===== src/logic/edm_pkg.sv =====
// Constants, register map and state type of the Ethernet descriptor manager.
// Assumes a single pclk domain; all users write edm_pkg::name.
// Operation
// - Filter on: rejected packet reports class 00; late reject may still use descriptors
// - Class field may be undefined for packets shorter than six bytes
// - Oversize bit 22: over 1518 bytes, or over 2046 with long frames accepted
// - Undersize bit 21 when packet including CRC is below 64 bytes
// - Bad symbol bit 20 on invalid line symbol, only at 100 Mb/s
// - Checksum error bit 19 when appended CRC fails
// - Alignment error bit 18 when length is not whole octets
// - Loopback bit 17 for packets from loopback transmission
// - Reception clash bit 16 when collision seen during reception
// - Single-descriptor packet has chain_continues cleared
// - Multi-descriptor packet has chain_continues set except in last descriptor
// - Descriptors chain through link field; ring allowed; any count of packets
// - Enable written while idle fetches current descriptor, or only its link (refresh) when done flag set
// - Descriptor store holds exactly one fragment pointer and count
// - Fifo-wait stalls until space exceeds fill level
// - Intermediate descriptor status written back, waiting for completion
// - Advance is transitory; follows non-null link
// - Refresh re-reads only link field of completed descriptor and waits
// - Descriptor pointer is a 32-bit register
// - Done flag set on completion, cleared on any pointer load; a software load in the null-link cycle leaves it set
// - Track bytes left in descriptor and fragment cursor
// - Fifo space is capacity minus fifo level in bytes
// - Class encodes 01 unicast, 10 multicast, 11 broadcast
// - Fragment burst is min of space and bytes left; bytes left reduced
// - Null link: set done, raise idle interrupt, clear enable, go idle
package edm_pkg;
  // APB register byte offsets
  localparam logic [7:0] ADDR_COMMAND   = 8'h00;
  localparam logic [7:0] ADDR_TX_DESC_POINTER      = 8'h04;
  localparam logic [7:0] ADDR_FILL      = 8'h08;
  localparam logic [7:0] ADDR_STATUS    = 8'h0C;
  localparam logic [7:0] ADDR_RX_CONFIG = 8'h10;
  localparam logic [7:0] ADDR_RX_STATUS = 8'h14;
  // Command and config bits
  localparam int CMD_TXE_BIT   = 0;
  localparam int CFG_ALP_BIT   = 0;
  localparam int CFG_FILT_BIT  = 1;
  // Receive status bit positions
  localparam int ST_CLASS_LO   = 23;
  localparam int ST_OVERSIZE   = 22;
  localparam int ST_UNDERSIZE  = 21;
  localparam int ST_BAD_SYMBOL = 20;
  localparam int ST_CHECKSUM   = 19;
  localparam int ST_ALIGN      = 18;
  localparam int ST_LOOPBACK   = 17;
  localparam int ST_CLASH      = 16;
  // Descriptor command_status_word fields
  localparam int CSW_OWN       = 31;
  localparam int CSW_MORE      = 30;
  localparam int SIZE_W        = 12;
  // Length limits in bytes
  localparam logic [15:0] LEN_MAX_STD   = 16'h05EE;  // 1518
  localparam logic [15:0] LEN_MAX_LONG  = 16'h07FE;  // 2046
  localparam logic [15:0] LEN_MIN       = 16'h0040;  // 64
  // Destination classes
  localparam logic [1:0] CLASS_REJECT = 2'h0;
  localparam logic [1:0] CLASS_UNI    = 2'h1;
  localparam logic [1:0] CLASS_MULTI  = 2'h2;
  localparam logic [1:0] CLASS_BCAST  = 2'h3;
  localparam logic [15:0] FILL_RESET  = 16'h0020;
  localparam logic [31:0] LINK_NULL   = 32'h0000_0000;
  // Bus request kinds
  localparam logic [1:0] REQ_DESC  = 2'h0;
  localparam logic [1:0] REQ_LINK  = 2'h1;
  localparam logic [1:0] REQ_FRAG  = 2'h2;
  localparam logic [1:0] REQ_WBACK = 2'h3;
  typedef enum logic [2:0] {
    TX_IDLE, TX_REFRESH, TX_DESC_READ, TX_FIFO_WAIT,
    TX_FRAG_READ, TX_DESC_WRITE, TX_ADVANCE
  } edm_tx_state_type;
endpackage


===== src/logic/edm_desc_store.sv =====
// Descriptor store: one link, one command_status_word, one fragment pointer.
// Assumes loads come from the transmit machine on the pclk domain.
`timescale 1ns/1ns
module edm_desc_store (
  input  wire logic        pclk,
  input  wire logic        presetn,
  input  wire logic        load_desc,
  input  wire logic        load_link,
  input  wire logic [31:0] in_link,
  input  wire logic [31:0] in_csw,
  input  wire logic [31:0] in_frag,
  output logic      [31:0] link_q,
  output logic      [31:0] csw_q,
  output logic      [31:0] frag_q
);
  // Single pointer/count pair, overwritten per descriptor
  always_ff @(posedge pclk or negedge presetn) begin
    if (!presetn) begin
      link_q <= 32'h0000_0000;
      csw_q  <= 32'h0000_0000;
      frag_q <= 32'h0000_0000;
    end else if (load_desc) begin
      link_q <= in_link;
      csw_q  <= in_csw;
      frag_q <= in_frag;
    end else if (load_link) begin
      link_q <= in_link;
    end
  end
endmodule // edm_desc_store


===== src/logic/edm_rx_status.sv =====
// Receive status word builder from per-packet observations.
// Assumes inputs are stable in the cycle pkt_end pulses.
`timescale 1ns/1ns
module edm_rx_status (
  input  wire logic        pclk,
  input  wire logic        presetn,
  input  wire logic        pkt_end,
  input  wire logic [15:0] pkt_len,
  input  wire logic        accept_long_frames,
  input  wire logic        filter_en,
  input  wire logic        rejected,
  input  wire logic [1:0]  target_class_kind,
  input  wire logic        speed_100,
  input  wire logic        symbol_err,
  input  wire logic        crc_bad,
  input  wire logic        dribble,
  input  wire logic        from_loopback,
  input  wire logic        collision,
  output logic      [31:0] status_q
);
  logic [31:0] status_d;
  // Compose status bits
  always_comb begin
    status_d = 32'h0000_0000;
    status_d[edm_pkg::ST_CLASS_LO +: 2] = (filter_en && rejected) ?
      edm_pkg::CLASS_REJECT : target_class_kind;
    status_d[edm_pkg::ST_OVERSIZE] = accept_long_frames ?
      (pkt_len > edm_pkg::LEN_MAX_LONG) : (pkt_len > edm_pkg::LEN_MAX_STD);
    status_d[edm_pkg::ST_UNDERSIZE]  = pkt_len < edm_pkg::LEN_MIN;
    status_d[edm_pkg::ST_BAD_SYMBOL] = speed_100 && symbol_err;
    status_d[edm_pkg::ST_CHECKSUM]   = crc_bad;
    status_d[edm_pkg::ST_ALIGN]      = dribble;
    status_d[edm_pkg::ST_LOOPBACK]   = from_loopback;
    status_d[edm_pkg::ST_CLASH]      = collision;
  end
  // Latch at packet end
  always_ff @(posedge pclk or negedge presetn) begin
    if (!presetn) status_q <= 32'h0000_0000;
    else if (pkt_end) status_q <= status_d;
  end
  AST_RUNT: assert property (@(posedge pclk) disable iff (!presetn)
    pkt_end && pkt_len < edm_pkg::LEN_MIN |=> status_q[edm_pkg::ST_UNDERSIZE])
    else $error("undersize bit missing");
  AST_LONG: assert property (@(posedge pclk) disable iff (!presetn)
    pkt_end && !accept_long_frames && pkt_len > edm_pkg::LEN_MAX_STD
    |=> status_q[edm_pkg::ST_OVERSIZE])
    else $error("oversize bit missing");
  AST_REJ: assert property (@(posedge pclk) disable iff (!presetn)
    pkt_end && filter_en && rejected
    |=> status_q[edm_pkg::ST_CLASS_LO +: 2] == edm_pkg::CLASS_REJECT)
    else $error("reject class wrong");
endmodule // edm_rx_status


===== src/logic/edm_top.sv =====
// Transmit descriptor manager with APB registers and receive status.
// Assumes a bus-master engine answering requests with bus_transfer_done.
//
// Chosen here: the APB interface to the registers and the register offsets.
`timescale 1ns/1ns
module edm_top #(
  parameter int FIFO_BYTES = 2048
) (
  input  wire logic        pclk,
  input  wire logic        presetn,
  input  wire logic        psel,
  input  wire logic        penable,
  input  wire logic        pwrite,
  input  wire logic [7:0]  paddr,
  input  wire logic [31:0] pwdata,
  output logic      [31:0] prdata,
  output logic             pready,
  output logic             pslverr,
  output logic             bus_req,
  output logic      [1:0]  bus_kind,
  output logic      [31:0] bus_addr,
  output logic      [15:0] bus_len,
  output logic      [31:0] bus_wdata,
  input  wire logic        bus_transfer_done,
  input  wire logic [31:0] bus_rd_link,
  input  wire logic [31:0] bus_rd_csw,
  input  wire logic [31:0] bus_rd_frag,
  input  wire logic [15:0] tx_fifo_level,
  output logic             tx_idle_interrupt,
  input  wire logic        rx_pkt_end,
  input  wire logic [15:0] rx_pkt_len,
  input  wire logic        rx_rejected,
  input  wire logic [1:0]  rx_target_class_kind,
  input  wire logic        rx_speed_100,
  input  wire logic        rx_symbol_err,
  input  wire logic        rx_crc_bad,
  input  wire logic        rx_dribble,
  input  wire logic        rx_loopback,
  input  wire logic        rx_collision
);
  ////////////////////////////////////////////////////////////////////////////
  edm_pkg::edm_tx_state_type state_q;
  logic        transmit_enable_cmd_q;
  logic [31:0] tx_desc_pointer_q;
  logic        current_desc_done_flag_q;
  logic [15:0] tx_fill_level_q;
  logic [1:0]  rx_config_q;
  logic [15:0] desc_bytes_left_q;
  logic [31:0] fragment_cursor_q;
  logic [15:0] burst_q;
  logic [31:0] link_q;
  logic [31:0] csw_q;
  logic [31:0] frag_q;
  logic [31:0] rx_status_q;
  logic [15:0] tx_fifo_space;
  logic        fifo_space_event;
  logic [15:0] burst_len;
  logic        wr_acc;
  logic        rd_acc;
  logic        ld_desc;
  logic        ld_link;
  logic        done_desc;
  logic        done_frag;
  logic        adv_next;
  logic        adv_null;
  logic        host_tx_desc_pointer_wr;
  logic        host_txe_wr;

  // Decode for an APB address match, reused for reads and writes
  function automatic logic hit(input logic [7:0] a, input logic [7:0] r);
    return a == r;
  endfunction

  // Smaller of two byte counts
  function automatic logic [15:0] min16(input logic [15:0] a, input logic [15:0] b);
    return (a < b) ? a : b;
  endfunction

  ////////////////////////////////////////////////////////////////////////////
  // APB slave: zero wait states, unmapped reads return zero with error
  assign pready  = 1'b1;
  assign wr_acc  = psel && penable && pwrite;
  assign rd_acc  = psel && !pwrite;
  assign pslverr = psel && penable && !(hit(paddr, edm_pkg::ADDR_COMMAND) ||
                   hit(paddr, edm_pkg::ADDR_TX_DESC_POINTER) || hit(paddr, edm_pkg::ADDR_FILL) ||
                   hit(paddr, edm_pkg::ADDR_STATUS) || hit(paddr, edm_pkg::ADDR_RX_CONFIG) ||
                   hit(paddr, edm_pkg::ADDR_RX_STATUS));
  assign host_tx_desc_pointer_wr = wr_acc && hit(paddr, edm_pkg::ADDR_TX_DESC_POINTER);
  assign host_txe_wr  = wr_acc && hit(paddr, edm_pkg::ADDR_COMMAND) &&
                        pwdata[edm_pkg::CMD_TXE_BIT];

  // Read data registered in the setup cycle so it is stable in access
  always_ff @(posedge pclk or negedge presetn) begin
    if (!presetn) begin
      prdata <= 32'h0000_0000;
    end else if (rd_acc && !penable) begin
      case (paddr)
        edm_pkg::ADDR_COMMAND:   prdata <= {31'h0, transmit_enable_cmd_q};
        edm_pkg::ADDR_TX_DESC_POINTER:      prdata <= tx_desc_pointer_q;
        edm_pkg::ADDR_FILL:      prdata <= {16'h0, tx_fill_level_q};
        edm_pkg::ADDR_STATUS:    prdata <= {12'h0, desc_bytes_left_q,
                                            current_desc_done_flag_q, state_q};
        edm_pkg::ADDR_RX_CONFIG: prdata <= {30'h0, rx_config_q};
        edm_pkg::ADDR_RX_STATUS: prdata <= rx_status_q;
        default:                 prdata <= 32'h0000_0000;
      endcase
    end
  end

  // Software configuration registers
  always_ff @(posedge pclk or negedge presetn) begin
    if (!presetn) begin
      tx_fill_level_q <= edm_pkg::FILL_RESET;
      rx_config_q     <= 2'h0;
    end else if (wr_acc) begin
      if (hit(paddr, edm_pkg::ADDR_FILL)) tx_fill_level_q <= pwdata[15:0];
      if (hit(paddr, edm_pkg::ADDR_RX_CONFIG)) rx_config_q <= pwdata[1:0];
    end
  end

  ////////////////////////////////////////////////////////////////////////////
  // Fifo space and burst sizing
  assign tx_fifo_space    = 16'(FIFO_BYTES) - tx_fifo_level;
  assign fifo_space_event = tx_fifo_space > tx_fill_level_q;
  assign burst_len        = min16(tx_fifo_space, desc_bytes_left_q);

  // State transition events
  assign ld_desc   = state_q == edm_pkg::TX_DESC_READ && bus_transfer_done;
  assign ld_link   = state_q == edm_pkg::TX_REFRESH && bus_transfer_done;
  assign done_desc = state_q == edm_pkg::TX_FIFO_WAIT && desc_bytes_left_q == 16'h0;
  assign done_frag = state_q == edm_pkg::TX_FIFO_WAIT && !done_desc && fifo_space_event;
  assign adv_next  = state_q == edm_pkg::TX_ADVANCE && link_q != edm_pkg::LINK_NULL;
  assign adv_null  = state_q == edm_pkg::TX_ADVANCE && link_q == edm_pkg::LINK_NULL;

  // Transmit state machine
  always_ff @(posedge pclk or negedge presetn) begin
    if (!presetn) begin
      state_q <= edm_pkg::TX_IDLE;
    end else begin
      case (state_q)
        edm_pkg::TX_IDLE:
          if (transmit_enable_cmd_q)
            state_q <= current_desc_done_flag_q ? edm_pkg::TX_REFRESH
                                                : edm_pkg::TX_DESC_READ;
        edm_pkg::TX_REFRESH:
          if (bus_transfer_done) state_q <= edm_pkg::TX_ADVANCE;
        edm_pkg::TX_DESC_READ:
          if (bus_transfer_done)
            state_q <= bus_rd_csw[edm_pkg::CSW_OWN] ? edm_pkg::TX_FIFO_WAIT
                                                    : edm_pkg::TX_IDLE;
        edm_pkg::TX_FIFO_WAIT:
          if (done_desc)
            state_q <= csw_q[edm_pkg::CSW_MORE] ? edm_pkg::TX_DESC_WRITE
                                                : edm_pkg::TX_ADVANCE;
          else if (fifo_space_event) state_q <= edm_pkg::TX_FRAG_READ;
        edm_pkg::TX_FRAG_READ:
          if (bus_transfer_done) state_q <= edm_pkg::TX_FIFO_WAIT;
        edm_pkg::TX_DESC_WRITE:
          if (bus_transfer_done) state_q <= edm_pkg::TX_ADVANCE;
        edm_pkg::TX_ADVANCE:
          state_q <= adv_next ? edm_pkg::TX_DESC_READ : edm_pkg::TX_IDLE;
        default: state_q <= edm_pkg::TX_IDLE;
      endcase
    end
  end

  // Enable command: software sets, null link clears
  always_ff @(posedge pclk or negedge presetn) begin
    if (!presetn) transmit_enable_cmd_q <= 1'b0;
    else if (host_txe_wr) transmit_enable_cmd_q <= 1'b1; // set wins over clear
    else if (adv_null) transmit_enable_cmd_q <= 1'b0;
  end

  // Descriptor pointer: software load or follow link
  always_ff @(posedge pclk or negedge presetn) begin
    if (!presetn) tx_desc_pointer_q <= 32'h0000_0000;
    else if (host_tx_desc_pointer_wr) tx_desc_pointer_q <= pwdata;
    else if (adv_next) tx_desc_pointer_q <= link_q;
  end

  // Done flag: set on null link, cleared by any pointer load not in a null-link cycle
  always_ff @(posedge pclk or negedge presetn) begin
    if (!presetn) current_desc_done_flag_q <= 1'b0;
    else if (adv_null) current_desc_done_flag_q <= 1'b1;
    else if (host_tx_desc_pointer_wr || adv_next) current_desc_done_flag_q <= 1'b0;
  end

  // Byte count and fragment cursor
  always_ff @(posedge pclk or negedge presetn) begin
    if (!presetn) begin
      desc_bytes_left_q <= 16'h0000;
      fragment_cursor_q <= 32'h0000_0000;
      burst_q           <= 16'h0000;
    end else if (ld_desc) begin
      desc_bytes_left_q <= {4'h0, bus_rd_csw[edm_pkg::SIZE_W-1:0]};
      fragment_cursor_q <= bus_rd_frag;
    end else if (done_frag) begin
      desc_bytes_left_q <= desc_bytes_left_q - burst_len;
      burst_q           <= burst_len;
    end else if (state_q == edm_pkg::TX_FRAG_READ && bus_transfer_done) begin
      fragment_cursor_q <= fragment_cursor_q + {16'h0, burst_q};
    end
  end

  // Idle interrupt pulse on null link or unowned descriptor
  always_ff @(posedge pclk or negedge presetn) begin
    if (!presetn) tx_idle_interrupt <= 1'b0;
    else tx_idle_interrupt <= adv_null ||
                              (ld_desc && !bus_rd_csw[edm_pkg::CSW_OWN]);
  end

  ////////////////////////////////////////////////////////////////////////////
  // Bus request outputs held while waiting in a bus state
  always_comb begin
    bus_req   = 1'b0;
    bus_kind  = edm_pkg::REQ_DESC;
    bus_addr  = tx_desc_pointer_q;
    bus_len   = 16'h0000;
    bus_wdata = 32'h0000_0000;
    case (state_q)
      edm_pkg::TX_DESC_READ: bus_req = 1'b1;
      edm_pkg::TX_REFRESH: begin
        bus_req  = 1'b1;
        bus_kind = edm_pkg::REQ_LINK;
      end
      edm_pkg::TX_FRAG_READ: begin
        bus_req  = 1'b1;
        bus_kind = edm_pkg::REQ_FRAG;
        bus_addr = fragment_cursor_q;
        bus_len  = burst_q;
      end
      edm_pkg::TX_DESC_WRITE: begin
        bus_req   = 1'b1;
        bus_kind  = edm_pkg::REQ_WBACK;
        bus_wdata = csw_q & ~(32'h1 << edm_pkg::CSW_OWN);
      end
      default: bus_req = 1'b0;
    endcase
  end

  edm_desc_store u_store (
    .pclk      (pclk),
    .presetn   (presetn),
    .load_desc (ld_desc),
    .load_link (ld_link),
    .in_link   (bus_rd_link),
    .in_csw    (bus_rd_csw),
    .in_frag   (bus_rd_frag),
    .link_q    (link_q),
    .csw_q     (csw_q),
    .frag_q    (frag_q)
  );

  edm_rx_status u_rx (
    .pclk               (pclk),
    .presetn            (presetn),
    .pkt_end            (rx_pkt_end),
    .pkt_len            (rx_pkt_len),
    .accept_long_frames (rx_config_q[edm_pkg::CFG_ALP_BIT]),
    .filter_en          (rx_config_q[edm_pkg::CFG_FILT_BIT]),
    .rejected           (rx_rejected),
    .target_class_kind          (rx_target_class_kind),
    .speed_100          (rx_speed_100),
    .symbol_err         (rx_symbol_err),
    .crc_bad            (rx_crc_bad),
    .dribble            (rx_dribble),
    .from_loopback      (rx_loopback),
    .collision          (rx_collision),
    .status_q           (rx_status_q)
  );

  ////////////////////////////////////////////////////////////////////////////
  // Checks
  AST_ADV_TRANSIENT: assert property (@(posedge pclk) disable iff (!presetn)
    state_q == edm_pkg::TX_ADVANCE |=> state_q != edm_pkg::TX_ADVANCE)
    else $error("advance held");
  AST_NULL_IDLE: assert property (@(posedge pclk) disable iff (!presetn)
    adv_null |=> state_q == edm_pkg::TX_IDLE && current_desc_done_flag_q &&
    tx_idle_interrupt)
    else $error("null link handling wrong");
  AST_TX_DESC_POINTER_CLR: assert property (@(posedge pclk) disable iff (!presetn)
    host_tx_desc_pointer_wr && !adv_null |=> !current_desc_done_flag_q)
    else $error("done flag not cleared");
  AST_WAIT_STALL: assert property (@(posedge pclk) disable iff (!presetn)
    state_q == edm_pkg::TX_FIFO_WAIT && !fifo_space_event && desc_bytes_left_q != 16'h0
    |=> state_q == edm_pkg::TX_FIFO_WAIT)
    else $error("left fifo wait early");
  AST_BURST: assert property (@(posedge pclk) disable iff (!presetn)
    done_frag |=> burst_q == $past(burst_len) &&
    desc_bytes_left_q == $past(desc_bytes_left_q) - $past(burst_len))
    else $error("burst sizing wrong");
  AST_FRAG_BACK: assert property (@(posedge pclk) disable iff (!presetn)
    state_q == edm_pkg::TX_FRAG_READ && bus_transfer_done
    |=> state_q == edm_pkg::TX_FIFO_WAIT)
    else $error("frag read exit wrong");
  AST_START: assert property (@(posedge pclk) disable iff (!presetn)
    state_q == edm_pkg::TX_IDLE && transmit_enable_cmd_q && !current_desc_done_flag_q
    |=> state_q == edm_pkg::TX_DESC_READ)
    else $error("no descriptor fetch");
  AST_STORE: assert property (@(posedge pclk) disable iff (!presetn)
    ld_desc |=> frag_q == fragment_cursor_q)
    else $error("store and cursor disagree");
  AST_SPACE: assert property (@(posedge pclk) disable iff (!presetn)
    tx_fifo_space + tx_fifo_level == 16'(FIFO_BYTES))
    else $error("space mismatch");
  AST_WBACK: assert property (@(posedge pclk) disable iff (!presetn)
    done_desc && csw_q[edm_pkg::CSW_MORE] |=> bus_req && bus_kind == edm_pkg::REQ_WBACK)
    else $error("no write back");
  COV_REFRESH: cover property (@(posedge pclk) state_q == edm_pkg::TX_REFRESH);
  COV_WBACK:   cover property (@(posedge pclk) state_q == edm_pkg::TX_DESC_WRITE);
  COV_NEXT:    cover property (@(posedge pclk) adv_next);
endmodule // edm_top


===== config.mk =====
export PLATFORM = sky130hd
export DESIGN_NAME = edm_top
export DESIGN_NICKNAME = d
export VERILOG_FILES = /design/src/logic/edm_pkg.sv /design/src/logic/edm_desc_store.sv /design/src/logic/edm_rx_status.sv /design/src/logic/edm_top.sv
export SDC_FILE = /design/constraint.sdc
export NUM_CORES = 1
export LEC_CHECK = 0
export BUFFER_PORTS_ARGS = -buffer_cell sky130_fd_sc_hd__buf_2
export CAP_MARGIN = 20
export CORE_ASPECT_RATIO = 0.5
export CORE_MARGIN = 2
export CORE_UTILIZATION = 56
export DETAILED_ROUTE_END_ITERATION = 10
export PLACE_DENSITY = 0.94
export SYNTH_ARGS = -nofsm -noshare
export SYNTH_HDL_FRONTEND = slang
export SYNTH_SLANG_ARGS = --single-unit

===== constraint.sdc =====
create_clock -name pclk -period 7.88 [get_ports pclk]
set_clock_uncertainty 0.15 [all_clocks]
set_input_delay 1.576 -clock pclk [delete_from_list [all_inputs] [get_ports pclk]]
set_output_delay 1.576 -clock pclk [all_outputs]
set_load 0.05 [all_outputs]

**Word level (Yosys, flattened, before mapping)**

Cells that the tools add are included.

- Input port bits: 184
- Output and inout bits: 118
- Word-level logic and storage cells: 122
- Bits in registers: 224

- Magnitude comparators: 5
- Reductions and logical operators: 49
- Add/sub/neg operators: 3
- Mux-type cells: 33
- Eq/ne operators: 17
- Bitwise gates (word level): 1

Operator list:

| kind | number |
|---|---|
| two-way mux 32 bit | 8 |
| one-hot mux 32 bit (6 select lines) | 1 |
| two-way mux 16 bit | 4 |
| adder 32 x 16 -> 32 bit | 1 |
| greater-than comparator 16 x 11 -> 1 bit (second input constant) | 2 |
| zero test 32 bit | 1 |
| nonzero test 32 bit | 1 |
| two-way mux 31 bit | 1 |
| logical AND 1 bit | 19 |
| two-way mux 3 bit | 6 |
| one-hot mux 3 bit (6 select lines) | 1 |
| equality test 8 x 4 -> 1 bit (second input constant) | 2 |
| equality test 8 x 5 -> 1 bit (second input constant) | 2 |
| greater-than comparator 16 bit | 1 |
| zero test 16 bit | 1 |
| less-than comparator 16 bit | 1 |
| less-than comparator 16 x 7 -> 1 bit (second input constant) | 1 |
| subtractor 12 x 16 -> 16 bit (first input constant) | 1 |
| subtractor 16 bit | 1 |
| nonzero test 2 bit | 6 |
| two-way mux 2 bit | 5 |
| equality test 3 bit (second input constant) | 3 |
| equality test 8 x 3 -> 1 bit (second input constant) | 1 |
| zero test 8 bit | 1 |
| 15 further kinds | 37 |

**Longest topological paths before layout**

Gate-level depths: netlist of the first run.

- Depth after elaboration: 8
- Depth in mapped cells: 28
- Depth with buffers taken out: 25

**Cells and area by module**

From an unflattened synthesis of the first run, not the netlist that was laid out.

- Cells, all modules: 1561
- Area, all modules: 15446.1 um^2

Modules (own cells, without submodules):

| module | times used | area each (um^2) | sequential area each (um^2) | cells an instance |
|---|---|---|---|---|
| edm_top | 1 | 10936.7 | 3804.9 | 1291 |
| edm_desc_store | 1 | 3885.0 | 2402.3 | 203 |
| edm_rx_status | 1 | 624.3 | 225.2 | 67 |

**Worst setup path after synthesis of the first run**

No wires, ideal clock.

- Path type: input port to flip-flop
- Start: in tx_fifo_level[6]
- End: reg desc_bytes_left_q[15]
- Path buffers: 4
- Library setup time: 0.118 ns
- Required time: 7.612 ns
- Stages on the path: 27
- Arrival time: 8.102 ns
- Setup slack: -0.490 ns
- Cells stage by stage: buf_2 > or4_1 > nor4_1 > nor2b_1 > or4_1 > xnor2_1 > inv_1 > ha_1 > nand4_1 > nor3_1 > a221oi_1 > o211a_1 > clkbuf_1 > buf_1 > buf_1 > mux2i_1 > ha_1 > a21oi_1 > nand2_1 > maj3_1 > o211a_1 > a311o_1 > o22ai_1 > o21ai_1 > a221oi_2 > o21ai_0 > a21o_1

- Word-level cells in the longest chain between the ends: 6
- Elaborated cells on any way between the ends: 9
- Those cells by class: add/sub: 2; order compare: 2; mux: 3; reduce/logical: 2

Ends and longest elaborated chain:

| what | line | RTL |
|---|---|---|
| start, declared | edm_top.sv:28 | `input wire logic [15:0] tx_fifo_level,` |
| subtractor 12 x 16 -> 16 bit (*) | edm_top.sv:123 | `assign tx_fifo_space = 16'(FIFO_BYTES) - tx_fifo_level;` |
| less-than comparator 16 bit | edm_top.sv:76 | `return (a < b) ? a : b;` |
| two-way mux 16 bit | edm_top.sv:76 |  |
| subtractor 16 bit | edm_top.sv:198 | `desc_bytes_left_q <= desc_bytes_left_q - burst_len;` |
| two-way mux 16 bit | edm_top.sv:197 | `end else if (done_frag) begin` |
| two-way mux 16 bit | edm_top.sv:194 | `end else if (ld_desc) begin` |
| end signal, assigned | edm_top.sv:195 | `desc_bytes_left_q <= {4'h0, bus_rd_csw[edm_pkg::SIZE_W-1:0]};` |
| end signal, assigned | edm_top.sv:198 |  |
| end, declared | edm_top.sv:48 | `logic [15:0] desc_bytes_left_q;` |

Every way passes the cells marked *; elsewhere a longest branch is shown, timed or not. The select of a mux whose other input is x is not followed.
A chain may end at the register's enable or synchronous reset.

**Final worst setup path of the first run**

- Start: in tx_fifo_level[6]
- End: reg desc_bytes_left_q[15]

- Word-level cells in the longest chain between the ends: 6
- Elaborated cells on any way between the ends: 9
- Those cells by class: add/sub: 2; order compare: 2; mux: 3; reduce/logical: 2

Ends and longest elaborated chain:

| what | line | RTL |
|---|---|---|
| subtractor 12 x 16 -> 16 bit | edm_top.sv:123 |  |
| less-than comparator 16 bit | edm_top.sv:76 |  |
| two-way mux 16 bit | edm_top.sv:76 |  |
| net burst_len[0] | edm_top.sv:57 | `logic [15:0] burst_len;` |
| subtractor 16 bit | edm_top.sv:198 |  |
| two-way mux 16 bit | edm_top.sv:197 |  |
| two-way mux 16 bit | edm_top.sv:194 |  |

The timed path passes the listed nets, and every way through them passes these cells. The select of a mux whose other input is x is not followed.

==> metrics.cfg, run 1 <==
[cts]
cts_buffer_depth=3
cts_buffers=22
cts_resized=0
cts.sink_count=224
root_buffer=clkbuf_16
tritoncts=built
post_cts_buffers=0
path_clk_slew_ps=70
htree_levels=1
hold_buffers=0
clk_latency_ps=530

[sta]
finalSetupViolCount=0
setup-tns-final_ps=0
tightestPinTransition_ps=1050
fin_ws_ps=555
slew_violations=0
max_freq_mhz=137
finalHoldViolCount=0
slew_headroom_pct=29.9
post-route-period-util_pct=93.0
period_needed_ps=7320
rsz0062_at_grt=no

[route]
route.detailed.drc=0
ant_nets=0
dr.pass1.iters=6
vias=14000
wl_per_cell_um=22.2
wirelength_um=48300
dr.first_iter.drc_count=1759
vias_per_cell=6.42

[logic_synthesis]
yosysSeqAreaShare_pct=40.2
synthFlopType=dfrtp_1
yosys_warnings=0
syn-cell-area_mm2=0.0140
netlist_instances=1551
avgSynthCellArea_um2=9.00
synthArstFlopShare_pct=100
yosysUniqueCellTypes=77
ys_seq_elements=224
synth_edf_count=0
syn_nets=1791

[worst_setup_path]
critPathCaptureType=flip-flop
timing.critical_path.slowest_cell_delay_ps=570
r2r-end=desc_bytes_left_q[15]
path_max_fanout=8
cp.required_ps=8160
reg2reg_depth=18
worst-path-buf-inv=3
reg2reg_from=desc_bytes_left_q[6]
worstSetupPathType=input pin to flip-flop
regToRegSetupSlack_ps=2180
crit_family=compound AO/OA/AOI/OAI gates
crit_arrival_ps=7600
crit_slowest_cell=or4_1
start_kind=input pin

[min_path]
min_from=u_store.csw_q[20]
hold_end=u_store.csw_q[20]
min_path_type=flip-flop to flip-flop
whs_path_depth=2

[grt]
antenna_found_initial=2
grt_overflow=0
grt_util_all_layers_pct=35.9
grt_max_degree=136
grt_pass1_vias=13200
grt_pass1_wl_um=72700

[floorplan]
pin_count=302
start_util_pct=57.6
coreArea_mm2=0.0242
fp.dieH_um=116
die_width_um=227
die_area_mm2=0.0263
rows=40

[placed_design]
dp_slack_ps=82.0
hpwl_um=34400
gp_congestion=0.997
port_buffers=299

[final_layout]
multiInputGateArea_mm2=0.00778
final_layout_size_suffix_gt1_share_pct=27.2
area_growth_pct=19.6
fillerInstances=1750
register_area_mm2=0.00561
most-common-layout-cells=298 x buf_2, 237 x nand2_1, 223 x dfrtp_1
final_nets=2063
final_common_cell=buf_2

[power_and_ir_drop]
pwr_density_cell_mw_per_mm2=403
p_leak_nw=8.29
ir_drop_mv=0.189

[job]
maxCapViolCount=0

[outcome]
status=finished clean

-- cells by family (layout without fill, tap and decap cells) --
kind of cell               Yosys count  count (layout)  synth area share (%)
other                                2               4                0.0538
AOI/OAI and AO/OA                  370             370                  17.3
adders and majority gates           59              59                  5.34
buffers and inverters              164             451                  4.48
and+or+nand+nor                    548             548                  18.4
DFF                                224             224                  40.2
xor gates and xnor gates            30              30                  2.31
muxes                              154             154                  11.9
-- worst reg2reg max path, stage by stage (launching register included) --
cell and delay, ps:
dfrtp_1 760, inv_1 210, ha_1 370, and3_1 200, a221o_1 340, a221oi_1 360
o211a_1 260, mux2i_1 250, ha_1 310, a21oi_1 210, nand2_1 100, maj3_1 370
o211a_1 290, a311o_1 340, o22ai_2 220, nand3_1 150, a221oi_2 370, o21ai_0 140
a21o_1 190
-- final cells by class --
type,instances,area share (%)
multi-input cells,1163,46.6
flip-flops and latches,224,33.6
repair buffers,339,10.9
clock buffers,29,3.76
well taps,336,2.52
inverters,73,1.64
clock inverters,10,0.997
diodes,2,0.0300
-- synth_stat cells (5+ instances only) --
cell      number  area [um2]
nor2b_1       12        75.1
xor2_1        12         105
mux2_2       101        1140
nand4_1       12        75.1
a211oi_1       7        52.6
nand2b_1       8        50.1
clkbuf_1      80         300
nand2_1      238         893
nand3_1       25         125
mux2i_1       53         531
a31oi_1       22         138
dfrtp_1      223        5580
a22o_1         7        61.3
buf_1          7        26.3
and3_1        39         244
nor3_1        19        95.1
a311oi_1       7        61.3
or3_1          9        56.3
ha_1          54         676
or4_1         11        82.6
nor2_1       114         428
and2_1        16         100
a22oi_1       16         120
o21ai_0       83         415
a21o_1        15         113
o211ai_1      11        82.6
xnor2_1       14         123
nand3b_1       5        37.5
o21a_1         5        37.5
a211o_1        7        61.3
nor4_1        19         119
nor3b_1        5        37.5
a21oi_1       99         495
inv_1         73         274
o22ai_1        9        56.3
o31ai_1       21         158
-- registers in the layout, indices dropped and copies added, names as in the netlist, 3 cells and up --
signal / count
state_q: 3
prdata: 32
desc_bytes_left_q: 16
u_rx.status_q: 9
fragment_cursor_q: 32
u_store.link_q: 32
tx_fill_level_q: 16
burst_q: 16
tx_desc_pointer_q: 32
u_store.csw_q: 31
-- per-layer routing --
metal / part of all wire [%] / track usage [%]
met1: 38 / 47.2
met2: 46 / 58.1
met3: 10 / 6.39
met4: 5.6 / 17.7
met5: 0.021 / 0
-- per-stage QoR --
stage	utilization (%)	area (um2)	hold WS (ps)	power (W)	instances
floorplan	-	14000	288	0.00439	1551
global placement	65.5	15900	300	0.00529	2134
detailed placement	65.5	15900	305	0.00540	2134
CTS	68.8	16700	321	0.00662	2173
global route	68.9	16700	344	0.00707	2175
finish	68.9	16700	324	0.00673	2176
-- power by group --
group	internal, W	switching (W)	leakage, nW
registers	0.00156	0.000542	2.78
clock network	0.000698	0.000487	0.388
logic	0.00129	0.00215	5.12
total	0.00355	0.00318	8.29
-- how the worst max path moves through the flow --
stage	from	end	slack, ps	cells past startpoint
finish	tx_fifo_level[6]	desc_bytes_left_q[15]	560	25
floorplan	tx_fifo_level[6]	desc_bytes_left_q[15]	40	27
global placement	tx_fifo_level[6]	desc_bytes_left_q[15]	220	24
detailed placement	tx_fifo_level[6]	desc_bytes_left_q[15]	80	25
CTS	tx_fifo_level[6]	desc_bytes_left_q[15]	600	24
global route	tx_fifo_level[6]	desc_bytes_left_q[14]	130	25
(Power assumes the default switching activity.)
==> run 2, diff against run 1 <==
==> constraint.sdc (replaced) <==
create_clock -name pclk -period 7.2 [get_ports pclk]
set_clock_uncertainty 0.15 [all_clocks]
set_input_delay 1.44 -clock pclk [delete_from_list [all_inputs] [get_ports pclk]]
set_output_delay 1.44 -clock pclk [all_outputs]
set_load 0.005 [all_outputs]
==> run 2 against run 1 <==
- clock power barely moved
- count of clock-buffer cells in the layout increased by 1
- core utilization rose by 1.2 points
- sequential share of layout area fell by 0.58 points
- critical endpoint is now desc_bytes_left_q[11]
==> metrics.cfg, run 2 (same netlist as run 1, synthesis figures left out) <==
[worst_setup_path]
crit_arrival_ps=7160
critPathCaptureType=flip-flop
cp.required_ps=7440
cp-startpoint=tx_fifo_level[4]
path_max_fanout=7
start_kind=input pin
r2r-end=desc_bytes_left_q[11]
worstSetupPathType=input pin to flip-flop
reg2reg_depth=18
regToRegSetupSlack_ps=1710
reg2reg_from=desc_bytes_left_q[6]

[grt]
grt_use_met2_pct=56.9
met3_usage_pct=7.15
grt.busiest_layer=met2
grt_pass1_vias=13300
grt_pass1_wl_um=73600
antenna_found_initial=4
grt_util_all_layers_pct=36.4
grt_overflow=0
grt_max_degree=126
met1_usage_pct=48.4

[final_layout]
area_growth_pct=21.7
final_layout_size_suffix_gt1_share_pct=29.2
final_common_cell=buf_2
fillerInstances=1818
final_nets=2100
most-common-layout-cells=298 x buf_2, 236 x nand2_1, 223 x dfrtp_1

[cts]
cts_buffer_depth=3
tritoncts=built
clk_latency_ps=530
root_buffer=clkbuf_16
htree_levels=1
cts_buffers=21
path_clk_slew_ps=70
cts.sink_count=224

[floorplan]
rows=40
pin_count=302
die_width_um=227
fp.dieH_um=116
start_util_pct=57.6
coreArea_mm2=0.0242
die_area_mm2=0.0263

[sta]
post-route-period-util_pct=96.2
rsz0062_at_grt=no
tightestPinTransition_ps=1060
fin_ws_ps=275
finalHoldViolCount=0
period_needed_ps=6920
slew_headroom_pct=28.9
slew_violations=0
max_freq_mhz=144
setup-tns-final_ps=0
finalSetupViolCount=0

[min_path]
min_path_type=flip-flop to flip-flop
min_from=u_store.csw_q[10]
hold_end=u_store.csw_q[10]
whs_path_depth=2

[route]
dr.first_iter.drc_count=2018
vias=14300
wl_per_cell_um=22.2
route.detailed.drc=0
ant_nets=0
vias_per_cell=6.45
wirelength_um=49200
dr.pass1.iters=7

[power_and_ir_drop]
p_leak_nw=8.45
ir_drop_mv=0.231
pwr_density_cell_mw_per_mm2=405

[placed_design]
hpwl_um=34800
dp_slack_ps=-252
port_buffers=299
gp_congestion=0.956

[outcome]
status=finished clean

[job]
maxCapViolCount=0

-- run 2: final cells by class --
type	instances	area (um2)	share of cell area [%]
sequential	224	5610	33.0
antenna	4	10.0	0.0589
inverter	73	274	1.61
clock inverter	8	80.1	0.471
timing repair buffer	377	2120	12.5
tap	336	420	2.47
clock buffer	30	619	3.65
multi-input combinational	1163	7850	46.2
-- run 2: critical path, stage by stage --
cell	delay [ps]
buf_2	110
buf_4	150
or4_1	650
or3_1	380
nand2_1	100
inv_1	60
ha_1	280
and3_1	200
a221o_1	400
a221oi_2	330
o211a_1	290
mux2i_1	270
ha_1	300
a21oi_2	170
nand2_2	80
maj3_2	310
o211a_1	280
a311o_1	410
o22ai_4	220
o21ai_0	170
and4_1	220
o31ai_1	220
nand3_1	120
-- run 2: how the worst max path moves through the flow --
stage | end | slack [ps] | cells past startpoint
5_1_grt | desc_bytes_left_q[15] | 20 | 24
2_1_floorplan | desc_bytes_left_q[15] | -90 | 27
3_5_place_dp | desc_bytes_left_q[15] | -250 | 25
3_3_place_gp | desc_bytes_left_q[15] | -110 | 25
6_report | desc_bytes_left_q[11] | 280 | 23
4_1_cts | desc_bytes_left_q[15] | 250 | 25
-- run 2: timing repair --
action                     4_1_cts  5_1_grt
setup endpoints to repair        0        5
hold buffers                     0        0
setup buffers                    0        1
resized for setup                0        2
-- run 2: through the flow --
step	util (%)	hold slack (ps)	instance area (um2)	cells	power (W)
final	70.1	322	17000	2215	0.00689
after global routing	70.1	340	17000	2213	0.00727
after CTS	69.9	323	16900	2209	0.00673
after global placement	67.0	300	16200	2171	0.00541
after detailed placement	67.0	306	16200	2171	0.00553
after floorplan	-	288	14100	1551	0.00434
-- run 2: where the power goes --
part           switching (W)  total (W)  internal (W)
combinational        0.00193    0.00345       0.00151
sequential          0.000574    0.00228       0.00170
clock               0.000521    0.00116      0.000640
-- run 2: routing by layer --
metal,routed length (um),vias up
met2,22000,1079
met4,3190,2
met3,5300,298
met5,13,-
li1,-,6200
met1,18700,6717
